$ cat src/logic/rss_map.svh
`ifndef RSS_MAP_SVH
`define RSS_MAP_SVH
`define RSS_CLK_HZ         250000000
`define RSS_PUT_TIME_MS    64
`define RSS_PUT_CYCLES     ((`RSS_PUT_TIME_MS) * (`RSS_CLK_HZ / 1000))
`define RSS_FILT_TIME_NS   100
`define RSS_FILT_CYCLES    ((`RSS_FILT_TIME_NS + 3) / 4)
`define RSS_MODE_ON        2'h3
`define RSS_MODE_SLEEP_OFF 2'h2
`define RSS_MODE_SW        2'h1
`define RSS_MODE_OFF       2'h0
`endif

$ cat src/logic/rss_pkg.sv
package rss_pkg;
  typedef logic [1:0] rss_mode_t;
  typedef enum logic [1:0] {
    RSS_HOLD,
    RSS_WAIT_RDY,
    RSS_TIMER,
    RSS_RUN
  } rss_state_t;
endpackage : rss_pkg

$ cat src/logic/rss_counter.sv
`timescale 1ns/1ps
module rss_counter #(
  parameter int WIDTH = 32
) (
  input  wire logic             clk,
  input  wire logic             rst_n,
  input  wire logic             clear,
  input  wire logic             run,
  input  wire logic [WIDTH-1:0] limit,
  output logic                  done
);
  logic [WIDTH-1:0] count;
  initial begin
    if (WIDTH < 2) $error("width too small");
  end
  // counts run cycles up to limit, then holds done
  always_ff @(posedge clk) begin
    if (!rst_n || clear) begin
      count <= '0;
      done  <= 1'b0;
    end else if (run && !done) begin
      if (count + WIDTH'(1) >= limit) begin
        done <= 1'b1;
      end
      count <= count + WIDTH'(1);
    end
  end
endmodule : rss_counter

$ cat src/logic/rss_filter.sv
`timescale 1ns/1ps
module rss_filter #(
  parameter int WIDTH = 8
) (
  input  wire logic             clk,
  input  wire logic             rst_n,
  input  wire logic             below,
  input  wire logic             enable,
  input  wire logic [WIDTH-1:0] limit,
  output logic                  trip
);
  logic [WIDTH-1:0] count;
  initial begin
    if (WIDTH < 1) $error("width too small");
  end
  // trips only once the supply stays low past the limit
  always_ff @(posedge clk) begin
    if (!rst_n || !enable || !below) begin
      count <= '0;
      trip  <= 1'b0;
    end else if (count >= limit) begin
      trip <= 1'b1;
    end else begin
      count <= count + WIDTH'(1);
    end
  end
endmodule : rss_filter

$ cat src/logic/rss_supervisor.sv
`timescale 1ns/1ps
`include "rss_map.svh"
// Function
// - hold core reset while power-on detector reports low supply
// - power-up timer gives 64 ms delay after power-on or brown-out
// - core stays in reset while power-up timer runs
// - timer enabled when enable_n bit clear, bypassed when set
// - timer starts only after power-on and brown-out both released
// - active protection holds reset while supply at or below threshold
// - mode 11: detector always on, start waits ready, wake not delayed
// - mode 10: off in sleep; start and wake wait for ready
// - mode 01: software enable switches detector; start not delayed
// - mode 00: detector off, start immediate, ready held low
// - software mode: protection once ready; readiness shown on ready
// - software mode: sleep does not change protection
// - brown-out resets only after supply stays low past filter time
// - one level-select bit picks the brown-out threshold
// - forced-on mode adds no wake delay; ready set no later than core release
module rss_supervisor #(
  parameter int PUT_CYCLES  = `RSS_PUT_CYCLES,
  parameter int FILT_CYCLES = `RSS_FILT_CYCLES
) (
  input  wire logic               clk,
  input  wire logic               rst_n,
  input  wire logic               supply_ok,
  input  wire logic               below_low_level,
  input  wire logic               below_high_level,
  input  wire logic               detector_ready,
  input  wire logic               power_up_timer_enable_n,
  input  wire rss_pkg::rss_mode_t brownout_mode_sel,
  input  wire logic               brownout_level_sel,
  input  wire logic               sw_brownout_enable,
  input  wire logic               sleep,
  output logic                    core_reset_n,
  output logic                    brownout_ready,
  output logic                    detector_on,
  output logic                    brownout_reset
);
  import rss_pkg::*;

  localparam int CW = $clog2(PUT_CYCLES + 1) + 1;
  localparam int FW = $clog2(FILT_CYCLES + 1) + 1;

  initial begin
    if (PUT_CYCLES < 1) $error("timer count too small");
    if (FILT_CYCLES < 1) $error("filter count too small");
  end

  rss_state_t state;
  rss_state_t next_state;
  logic       next_det_on;
  logic       prot_active;
  logic       below_sel;
  logic       bor_trip;
  logic       timer_done;
  logic       timer_run;
  logic       timer_clear;
  logic       por_or_bor;
  logic       wake_wait;
  logic       sleep_d;

  function automatic logic det_enabled(input rss_mode_t m,
                                       input logic s,
                                       input logic sw);
    unique case (m)
      `RSS_MODE_ON:        det_enabled = 1'b1;
      `RSS_MODE_SLEEP_OFF: det_enabled = !s;
      `RSS_MODE_SW:        det_enabled = sw;
      `RSS_MODE_OFF:       det_enabled = 1'b0;
    endcase
  endfunction : det_enabled

  function automatic logic start_waits(input rss_mode_t m);
    start_waits = (m == `RSS_MODE_ON) || (m == `RSS_MODE_SLEEP_OFF);
  endfunction : start_waits

  always_comb begin
    next_det_on = det_enabled(brownout_mode_sel, sleep, sw_brownout_enable);
  end

  // detector enable register
  always_ff @(posedge clk) begin
    if (!rst_n) begin
      detector_on <= 1'b0;
    end else begin
      detector_on <= next_det_on;
    end
  end

  // protection counts only once the detector is ready
  assign prot_active = detector_on && detector_ready;
  assign below_sel   = brownout_level_sel ? below_high_level
                                          : below_low_level;

  rss_filter #(
    .WIDTH (FW)
  ) u_filter (
    .clk    (clk),
    .rst_n  (rst_n),
    .below  (below_sel),
    .enable (prot_active),
    .limit  (FW'(FILT_CYCLES)),
    .trip   (bor_trip)
  );

  always_ff @(posedge clk) begin
    if (!rst_n) begin
      brownout_reset <= 1'b0;
    end else begin
      brownout_reset <= bor_trip;
    end
  end

  always_ff @(posedge clk) begin
    if (!rst_n) begin
      brownout_ready <= 1'b0;
    end else begin
      brownout_ready <= detector_on && detector_ready;
    end
  end

  assign por_or_bor = !supply_ok || bor_trip;
  assign timer_clear = por_or_bor;
  assign timer_run   = (state == RSS_TIMER);

  rss_counter #(
    .WIDTH (CW)
  ) u_timer (
    .clk   (clk),
    .rst_n (rst_n),
    .clear (timer_clear),
    .run   (timer_run),
    .limit (CW'(PUT_CYCLES)),
    .done  (timer_done)
  );

  always_ff @(posedge clk) begin
    if (!rst_n) begin
      sleep_d <= 1'b0;
    end else begin
      sleep_d <= sleep;
    end
  end

  // wake from sleep in mode 10 waits for the detector
  assign wake_wait = sleep_d && !sleep
                     && (brownout_mode_sel == `RSS_MODE_SLEEP_OFF)
                     && !detector_ready;

  always_comb begin
    next_state = state;
    unique case (state)
      RSS_HOLD: begin
        if (!por_or_bor) begin
          next_state = RSS_WAIT_RDY;
        end
      end
      RSS_WAIT_RDY: begin
        if (por_or_bor) begin
          next_state = RSS_HOLD;
        end else if (!start_waits(brownout_mode_sel)
                     || (detector_ready && detector_on
                         && !below_sel)) begin
          next_state = power_up_timer_enable_n ? RSS_RUN
                                               : RSS_TIMER;
        end
      end
      RSS_TIMER: begin
        if (por_or_bor) begin
          next_state = RSS_HOLD;
        end else if (timer_done) begin
          next_state = RSS_RUN;
        end
      end
      RSS_RUN: begin
        if (por_or_bor) begin
          next_state = RSS_HOLD;
        end else if (wake_wait) begin
          next_state = RSS_WAIT_RDY;
        end
      end
    endcase
  end

  always_ff @(posedge clk) begin
    if (!rst_n) begin
      state <= RSS_HOLD;
    end else begin
      state <= next_state;
    end
  end

  // core released only from run state, registered
  always_ff @(posedge clk) begin
    if (!rst_n) begin
      core_reset_n <= 1'b0;
    end else begin
      core_reset_n <= (next_state == RSS_RUN) && !por_or_bor;
    end
  end
endmodule : rss_supervisor

$ cat config.mk
export PLATFORM = sky130hd
export DESIGN_NAME = rss_supervisor
export DESIGN_NICKNAME = d
export VERILOG_FILES = /design/src/logic/rss_pkg.sv /design/src/logic/rss_counter.sv /design/src/logic/rss_filter.sv /design/src/logic/rss_supervisor.sv
export VERILOG_INCLUDE_DIRS = /design/src /design/src/logic
export SDC_FILE = /design/constraint.sdc
export NUM_CORES = 1
export LEC_CHECK = 0
export BUFFER_PORTS_ARGS = -buffer_cell sky130_fd_sc_hd__buf_4
export CAP_MARGIN = 20
export CORE_UTILIZATION = 59
export CTS_CLUSTER_DIAMETER = 150
export DETAILED_ROUTE_END_ITERATION = 7
export PLACE_DENSITY = 0.79
export SYNTH_ARGS = -nofsm -noshare
export SYNTH_HDL_FRONTEND = slang
export SYNTH_SLANG_ARGS = --single-unit
$ cat constraint.sdc
create_clock -name clk -period 2.2 [get_ports clk]
set_clock_uncertainty 0.05 [all_clocks]
set_input_delay 0.44 -clock clk [delete_from_list [all_inputs] [get_ports clk]]
set_output_delay 0.44 -clock clk [all_outputs]
set_load 0.01 [all_outputs]
### After elaboration in Yosys (flattened, before gate mapping)

Index checks and enable logic that the tools add are counted.

* register bits after elaboration: 40
* input port bits: 12
* output and inout port bits: 4
* word-level logic and storage cells: 57

* add/sub/neg operators: 2
* magnitude comparators: 2
* equal/unequal tests: 7
* mux-type cells: 11
* reductions and logical operators: 25

Operators by type and width (count)
* adder 25 x 1 -> 25 bit, second input constant: 1
* greater-or-equal comparator 25 x 24 -> 1 bit, second input constant: 1
* two-way mux 2 bit: 7
* == test 2 bit, second input constant: 5
* logical NOT 1 bit: 9
* case mux 2 bit (4 select lines): 1
* logical AND 1 bit: 7
* adder 6 x 1 -> 6 bit, second input constant: 1
* greater-or-equal comparator 6 x 5 -> 1 bit, second input constant: 1
* logical OR 1 bit: 6
* == test 2 x 1 -> 1 bit, second input constant: 2
* logical NOT 2 bit: 2
* case mux 1 bit (4 select lines): 1
* two-way mux 1 bit: 2
* AND reduction 2 bit: 1

### Depth between registers and ports, before layout

Gate-level depths: netlist of the first run.

* word-level depth: 9
* gate-level depth with buffers: 8
* depth with buffers taken out: 8

### By module

Synthesis of the first run repeated with hierarchy kept, for this count alone.

* cell total of the unflattened synthesis: 370
* area, all modules: 2990.4 sq um

Modules (own cells, without submodules)
* rss_counter: times used 1, cells an instance 276, area each 2183.3 sq um, sequential area each 520.5 sq um
* rss_filter: times used 1, cells an instance 57, area each 479.2 sq um, sequential area each 140.1 sq um
* rss_supervisor: times used 1, cells an instance 37, area each 327.8 sq um, sequential area each 140.1 sq um

### Worst setup path before layout of the first run

Ideal clock, no wire load.

* path type: reg2reg
* from: reg u_timer.count[8]
* to: reg u_timer.done
* library setup time: 0.123 ns
* data arrival time: 1.873 ns
* data required time: 2.027 ns
* setup slack: 0.153 ns
* stages on the path, launching flop included: 7
* buffers on the path: 0
* period minus slack after synthesis: 2.047 ns
* cells stage by stage: dfxtp_1 nand4_1 nor4_2 mux2_2 a22o_1 nor4_1 o21ai_1

* cells in the longest elaborated chain, start to end: 3

Ends and longest elaborated chain
* start: declaration: RTL line rss_counter.sv:12 `logic [WIDTH-1:0] count;`
* start signal: assignment: RTL line rss_counter.sv:25 `count <= count + WIDTH'(1);`
* adder 25 x 1 -> 25 bit: RTL line rss_counter.sv:22 `if (count + WIDTH'(1) >= limit) begin`
* greater-or-equal comparator 25 x 24 -> 1 bit: RTL line rss_counter.sv:22
* AND reduction 2 bit (no line)
* end signal: assignment: RTL line rss_counter.sv:20 `done <= 1'b0;`
* end signal: assignment: RTL line rss_counter.sv:23 `done <= 1'b1;`
* end: declaration: RTL line rss_counter.sv:10 `output logic done`

Every way passes these cells.
A chain may end at the register's enable or synchronous reset.

### Final worst setup path of the first run

* from: reg u_timer.count[2]
* to: reg u_timer.done

The elaborated chain is that of the path after synthesis.

==> run metrics, run 1 <==
Starting Density=0.645; Max Slew Vio Count=0; CP max stage delay=around 0.45 ns; final WL=3920 um; final non-filler cell area=2280 sq um; Max Root-Sink Buffers=2; Least-Margin Pin Slew=0.570 ns; layout cells sized above 1=0.163; Die Y=60.7 um; Hold Crit Class=in2reg; initial antenna violation count=0; initial detailed-routing violation count=82; Top FF cell, synth=dfxtp_1; Post-synth EDFFs=0; global-route wire length before repair=6590 um; H-tree level count=2; final worst slack=approximately 0.15 ns; clk slew on worst S/H paths=approximately 0.12 ns; TritonCTS Sinks=40; RSZ-0062 raised after global routing=false; commonest cells after routing, fill and taps aside=dfxtp_1 (39), nor2_1 (38), nand2_1 (25), buf_4 (22), xor2_1 (15); Max Cap Viol=0; GR Util All Layers=0.244; Synth Cell Area=roughly 2000 sq um; clock root cell=clkbuf_4; CP Launch Type=register; Slew HR=0.618; endpoints failing hold=0; layout filler cell count=265; CP arrival=2.25 ns; IO Port Bufs=15; WP data required=~2.4 ns; DP Area=between 2000 and 2500 sq um; die area=approximately 3700 sq um; post-synth top area cell=dfxtp_1; Clock Latency Late Sink=0.36 ns; Post-CTS Setup Inserts=0; Mean Syn Cell Area=8.37 sq um; Synth Register Bits=40; VDD IR-drop max=0.447 mV; top cells by area, synth=dfxtp_1 (39%), nor2_1 (7.0%), xor2_1 (6.5%), nand2_1 (4.8%), xnor2_1 (4.7%); Die Width=60.7 um; f_max=approximately 490 MHz; worst hold slack=0.241 ns; Syn. warnings=0; core footprint=roughly 3200 sq um; Mapped Cells=approximately 240; share of the synthesized area in the top cell type=0.394; Period Utilization, post-route=0.931; Net count, final=279; clock buffer count from CTS=5; via count=1,717; P_leak=a little under 0.8 nW; row count=20; antenna-violating nets left=0; gr ovfl total=0; PnR Total Power=around 1.2 mW; post-synth cell types=44; status=complete, no violations; final RePlAce weighted congestion=a little over 0.8; Total Neg Setup Slack=0 ns; Routed WL per cell=approximately 13 um; setup violators final=0; pwr/cell area=522 nW/um^2; via/cell ratio=5.57; synthesis-to-layout area growth=12.1%; worst-path fanout max=6; CTS tree=built; largest net degree at the start of global routing=28; critical path, cell by cell=nand3_1, nor4_2, mux2_2, a22o_1, nor4_1, o21ai_1; first drt pass iteration count=4; most common cell after layout, fill and taps aside=dfxtp_1; HPWL Detailed=2930 um; Seq/Total Area, Yosys=0.394; post-CTS sizing=0; kind of end point of the critical path=register; kind of critical path=reg2reg; number of diodes=0; CP max stage cell=dfxtp_1; CTS Hold Bufs=0; asr flop ratio synth=0; Post-Place Worst Slack=0.177 ns; syn_nets=259; DRC=0; vias in the first global route=1,583; minimum clock period after layout=roughly 2.0 ns; IO Count=16
cells by family (layout without fill, tap and decap cells):
family	Yosys count	in the layout	synth area share
mux	3	3	0.0154
fa+ha+maj	4	4	0.0246
buf+inv	15	36	0.0308
simple gates	121	121	0.316
xor+xnor	26	26	0.112
flops	40	40	0.394
compound gates	34	34	0.107
report_power, final:
part	leakage, nW	switching, mW	total [mW]	internal [mW]
registers	0.324	0.00677	0.737	0.730
clock network	0.0380	0.244	0.397	0.152
logic	0.427	0.0276	0.0560	0.0284
state kept, by name, indices dropped and copies added (netlist names):
name and count:
brownout_ready 1, brownout_reset 1, core_reset_n 1, detector_on 1, sleep_d 1, state 2, u_filter.count 6, u_filter.trip 1
u_timer.count 25, u_timer.done 1
cell usage after synthesis (5+ instances only):
master	n
a21oi_1	11
buf_2	5
dfxtp_1	40
inv_1	6
nand2_1	26
nand3_1	8
nand4_1	10
nor2_1	38
nor3_1	5
o21ai_0	7
or3_1	6
xnor2_1	11
xor2_1	15
through the flow:
stage | cells | utilization
after floorplan | 243 | -
after global placement | 300 | 0.702
after detailed placement | 300 | 0.702
after CTS | 308 | 0.721
after global routing | 308 | 0.723
final | 308 | 0.723
worst paths after layout:
kind,from,endpoint,slack [ns],cells past startpoint
worst min-delay path,sleep,sleep_d,0.24,2
worst max register to register,u_timer.count[2],u_timer.done,0.15,6
worst max-delay path,u_timer.count[2],u_timer.done,0.15,6
worst min register to register,u_filter.count[5],u_filter.count[5],0.42,2
cell type report:
cell class              instances  area (sq um)  share of cell area
clock buffers                   6          51.3              0.0225
clock inverters                 2          10.0             0.00439
inverters                       6          22.5             0.00988
multi-input cells             188          1170               0.515
flip-flops and latches         40           802               0.352
well taps                      44          55.1              0.0242
repair buffers                 22           165              0.0725
layer usage:
layer	vias to the layer above	global-route usage	wire [um]	share of wire
met4	0	0.0974	63	0.016
met3	8	0.0576	192	0.049
li1	888	-	-	-
met5	-	0	0	0
met2	29	0.394	1760	0.45
met1	792	0.314	1900	0.48
worst max-delay path: cells and delay by family, from the launching register on:
family / cells / cell delay (ns)
simple gates: 3 / 0.74
flops: 1 / 0.45
mux: 1 / 0.38
compound gates: 2 / 0.34
(Power assumes the default switching activity.)
==> inputs of run 2 (changes only) <==
--- a/config.mk
+++ b/config.mk
@@ -12,6 +12,7 @@
 export CTS_CLUSTER_DIAMETER = 150
 export DETAILED_ROUTE_END_ITERATION = 7
 export PLACE_DENSITY = 0.79
+export SETUP_SLACK_MARGIN = 0.5
 export SYNTH_ARGS = -nofsm -noshare
 export SYNTH_HDL_FRONTEND = slang
 export SYNTH_SLANG_ARGS = --single-unit
==> run metrics, run 2 (same netlist as run 1, synthesis figures left out) <==
CP Launch Type=register (unchanged); die area=3690 sq um (unchanged); commonest cells after routing, fill and taps aside=nor2_1 (37), buf_4 (34), nand2_1 (23), dfxtp_1 (22), xor2_1 (14) (was dfxtp_1 (39), nor2_1 (38), nand2_1 (25), buf_4 (22), xor2_1 (15)); Slew HR=0.717 (was 0.618); DP Area=2220 sq um (was 2210 sq um); Hold Crit Class=in2reg (unchanged); IO Count=16 (unchanged); CP max stage cell=or4_4 (was dfxtp_1); Period Utilization, post-route=0.829 (was 0.931); kind of end point of the critical path=register (unchanged); internal power=0.938 mW (was 0.911 mW); kind of cell adding the most delay to the critical path=simple AND/OR/NAND/NOR gates (unchanged); Reg2Reg Depth=7 (was 6); gr busiest metal=met2 (unchanged); via count=1,829 (was 1,717); kind of critical path=reg2reg (unchanged); layout cells sized above 1=0.319 (was 0.163); row count=20 (unchanged); global-route wire length before repair=7210 um (was 6590 um); CP max stage delay=0.46 ns (was 0.45 ns); Max Slew Vio Count=0 (unchanged); switching power share of the total=0.221 (was 0.234); pwr/cell area=466 nW/um^2 (was 522 nW/um^2); PnR Total Power=1.20 mW (was 1.19 mW); P_leak=0.949 nW (was 0.789 nW); most common cell after layout, fill and taps aside=nor2_1 (was dfxtp_1); HPWL Detailed=2820 um (was 2930 um); WP data required=2.39 ns (was 2.40 ns); endpoints failing hold=0 (unchanged); initial antenna violation count=0 (unchanged); met3 GRT Util=0.0832 (was 0.0576); Die Width=60.7 um (unchanged); Clock Latency Late Sink=0.34 ns (was 0.36 ns); most flop-heavy register=u_timer.count (unchanged); Net count, final=294 (was 279); flip-flop count of the largest register after layout=25 (unchanged); Switching Power=0.265 mW (was 0.279 mW); clk slew on worst S/H paths=0.11 ns (was 0.12 ns); final WL=4760 um (was 3920 um); Clock Power Share=0.347 (was 0.333); Max Cap Viol=0 (unchanged); minimum clock period after layout=1.82 ns (was 2.05 ns); CTS tree=built (unchanged); combinational power share=0.048 (was 0.047); number of diodes=0 (unchanged); GR Util All Layers=0.265 (was 0.244); CTS Hold Bufs=0 (unchanged); DRC=0 (unchanged); status=complete, no violations (unchanged); Starting Density=0.645 (unchanged); setup slack, reg-to-reg=0.38 ns (was 0.15 ns); Flop pwr share=0.605 (was 0.620); critical path, cell by cell=nand4_1, buf_6, or4_4, nor2_4, nand4_1, xor2_1, nor2_1 (was nand3_1, nor4_2, mux2_2, a22o_1, nor4_1, o21ai_1); antenna-violating nets left=0 (unchanged); grt met1 use=0.334 (was 0.314); Worst Hold Depth=2 (unchanged); WHS Endpoint=sleep_d (unchanged); initial detailed-routing violation count=117 (was 82); worst hold start=sleep (unchanged); via/cell ratio=5.66 (was 5.57); synthesis-to-layout area growth=27.0% (was 12.1%); end of the worst register-to-register path=u_timer.count[17] (was u_timer.done); WP buf/inv=1 (was 0); top flop regs=u_timer.count x25, u_filter.count x6, state x2 (unchanged); Routed WL per cell=14.7 um (was 12.7 um); Total Neg Setup Slack=0 ns (unchanged); met2 global-route usage=0.430 (was 0.394); final RePlAce weighted congestion=0.783 (was 0.817); worst reg2reg startpoint=u_timer.count[8] (was u_timer.count[2]); final non-filler cell area=2580 sq um (was 2280 sq um); RSZ-0062 raised after global routing=true (was false); first drt pass iteration count=4 (unchanged); clock buffer count from CTS=5 (unchanged); worst-path fanout max=6 (unchanged); clock root cell=clkbuf_4 (unchanged); CP arrival=2.01 ns (was 2.25 ns); H-tree level count=2 (unchanged); largest net degree at the start of global routing=28 (unchanged); IO Port Bufs=15 (unchanged); setup violators final=0 (unchanged); TritonCTS Sinks=40 (unchanged); Max Root-Sink Buffers=2 (unchanged); Die Y=60.7 um (unchanged); core footprint=3150 sq um (unchanged); f_max=548 MHz (was 488 MHz); vias in the first global route=1,668 (was 1,583); Least-Margin Pin Slew=0.419 ns (was 0.570 ns); gr ovfl total=0 (unchanged); VDD IR-drop max=0.373 mV (was 0.447 mV); Crit path top cell by count=nand4_1
run 2: cell types whose count changed in the layout (fill, tap and decap cells not counted), sizes merged:
| cell | delta |
|---|---|
| nand2 | +1 |
| clkinv | -2 |
| nand4 | +1 |
| clkbuf | +2 |
| buf | +13 |
run 2: area by class of cell:
cell class,count,area (sq um)
multi-input combinational,190,1330
sequential,40,843
fill,206,572
timing repair buffer,35,267
clock buffer,8,68.8
tap,44,55.1
inverter,6,22.5
run 2: power by group through the flow:
stage	logic [mW]	clock network, mW	registers [mW]
2_1_floorplan	0.0331	0	0.750
3_3_place_gp	0.0553	0	0.752
3_5_place_dp	0.0559	0	0.752
4_1_cts	0.0565	0.431	0.731
5_1_grt	0.0638	0.454	0.729
6_report	0.0573	0.418	0.728
run 2: layer usage:
| layer | up-vias | share of wire |
|---|---|---|
| li1 | 918 | - |
| met1 | 839 | 0.45 |
| met2 | 64 | 0.48 |
| met3 | 8 | 0.061 |
| met4 | 0 | 0.011 |
| met5 | - | 0 |
run 2: how the worst max path moves through the flow:
stage	cells past startpoint	start	slack, ns	endpoint
3_3_place_gp	6	u_timer.count[8]	0.26	u_timer.done
5_1_grt	7	u_timer.count[10]	0.32	u_timer.count[17]
3_5_place_dp	6	u_timer.count[11]	0.23	u_timer.done
2_1_floorplan	6	u_timer.count[3]	0.42	u_timer.done
6_report	7	u_timer.count[8]	0.38	u_timer.count[17]
4_1_cts	7	u_timer.count[8]	0.34	u_timer.done
run 2: repair_timing:
action / in CTS / in global routing
endpoints found under the hold margin: 0 / 0
setup endpoints to repair: 15 / 17
resized for setup: 16 / 22
buffers inserted: 9 / 8
gates cloned: 2 / 0
pin swaps: 4 / 5
run 2: stage by stage:
step	util	std cells	hold slack, ns	setup slack [ns]
after floorplan	-	243	0.379	0.420
after global routing	0.819	323	0.234	0.317
final	0.819	323	0.248	0.375
after CTS	0.765	315	0.227	0.337
after detailed placement	0.704	296	0.398	0.230
after global placement	0.704	296	0.394	0.259
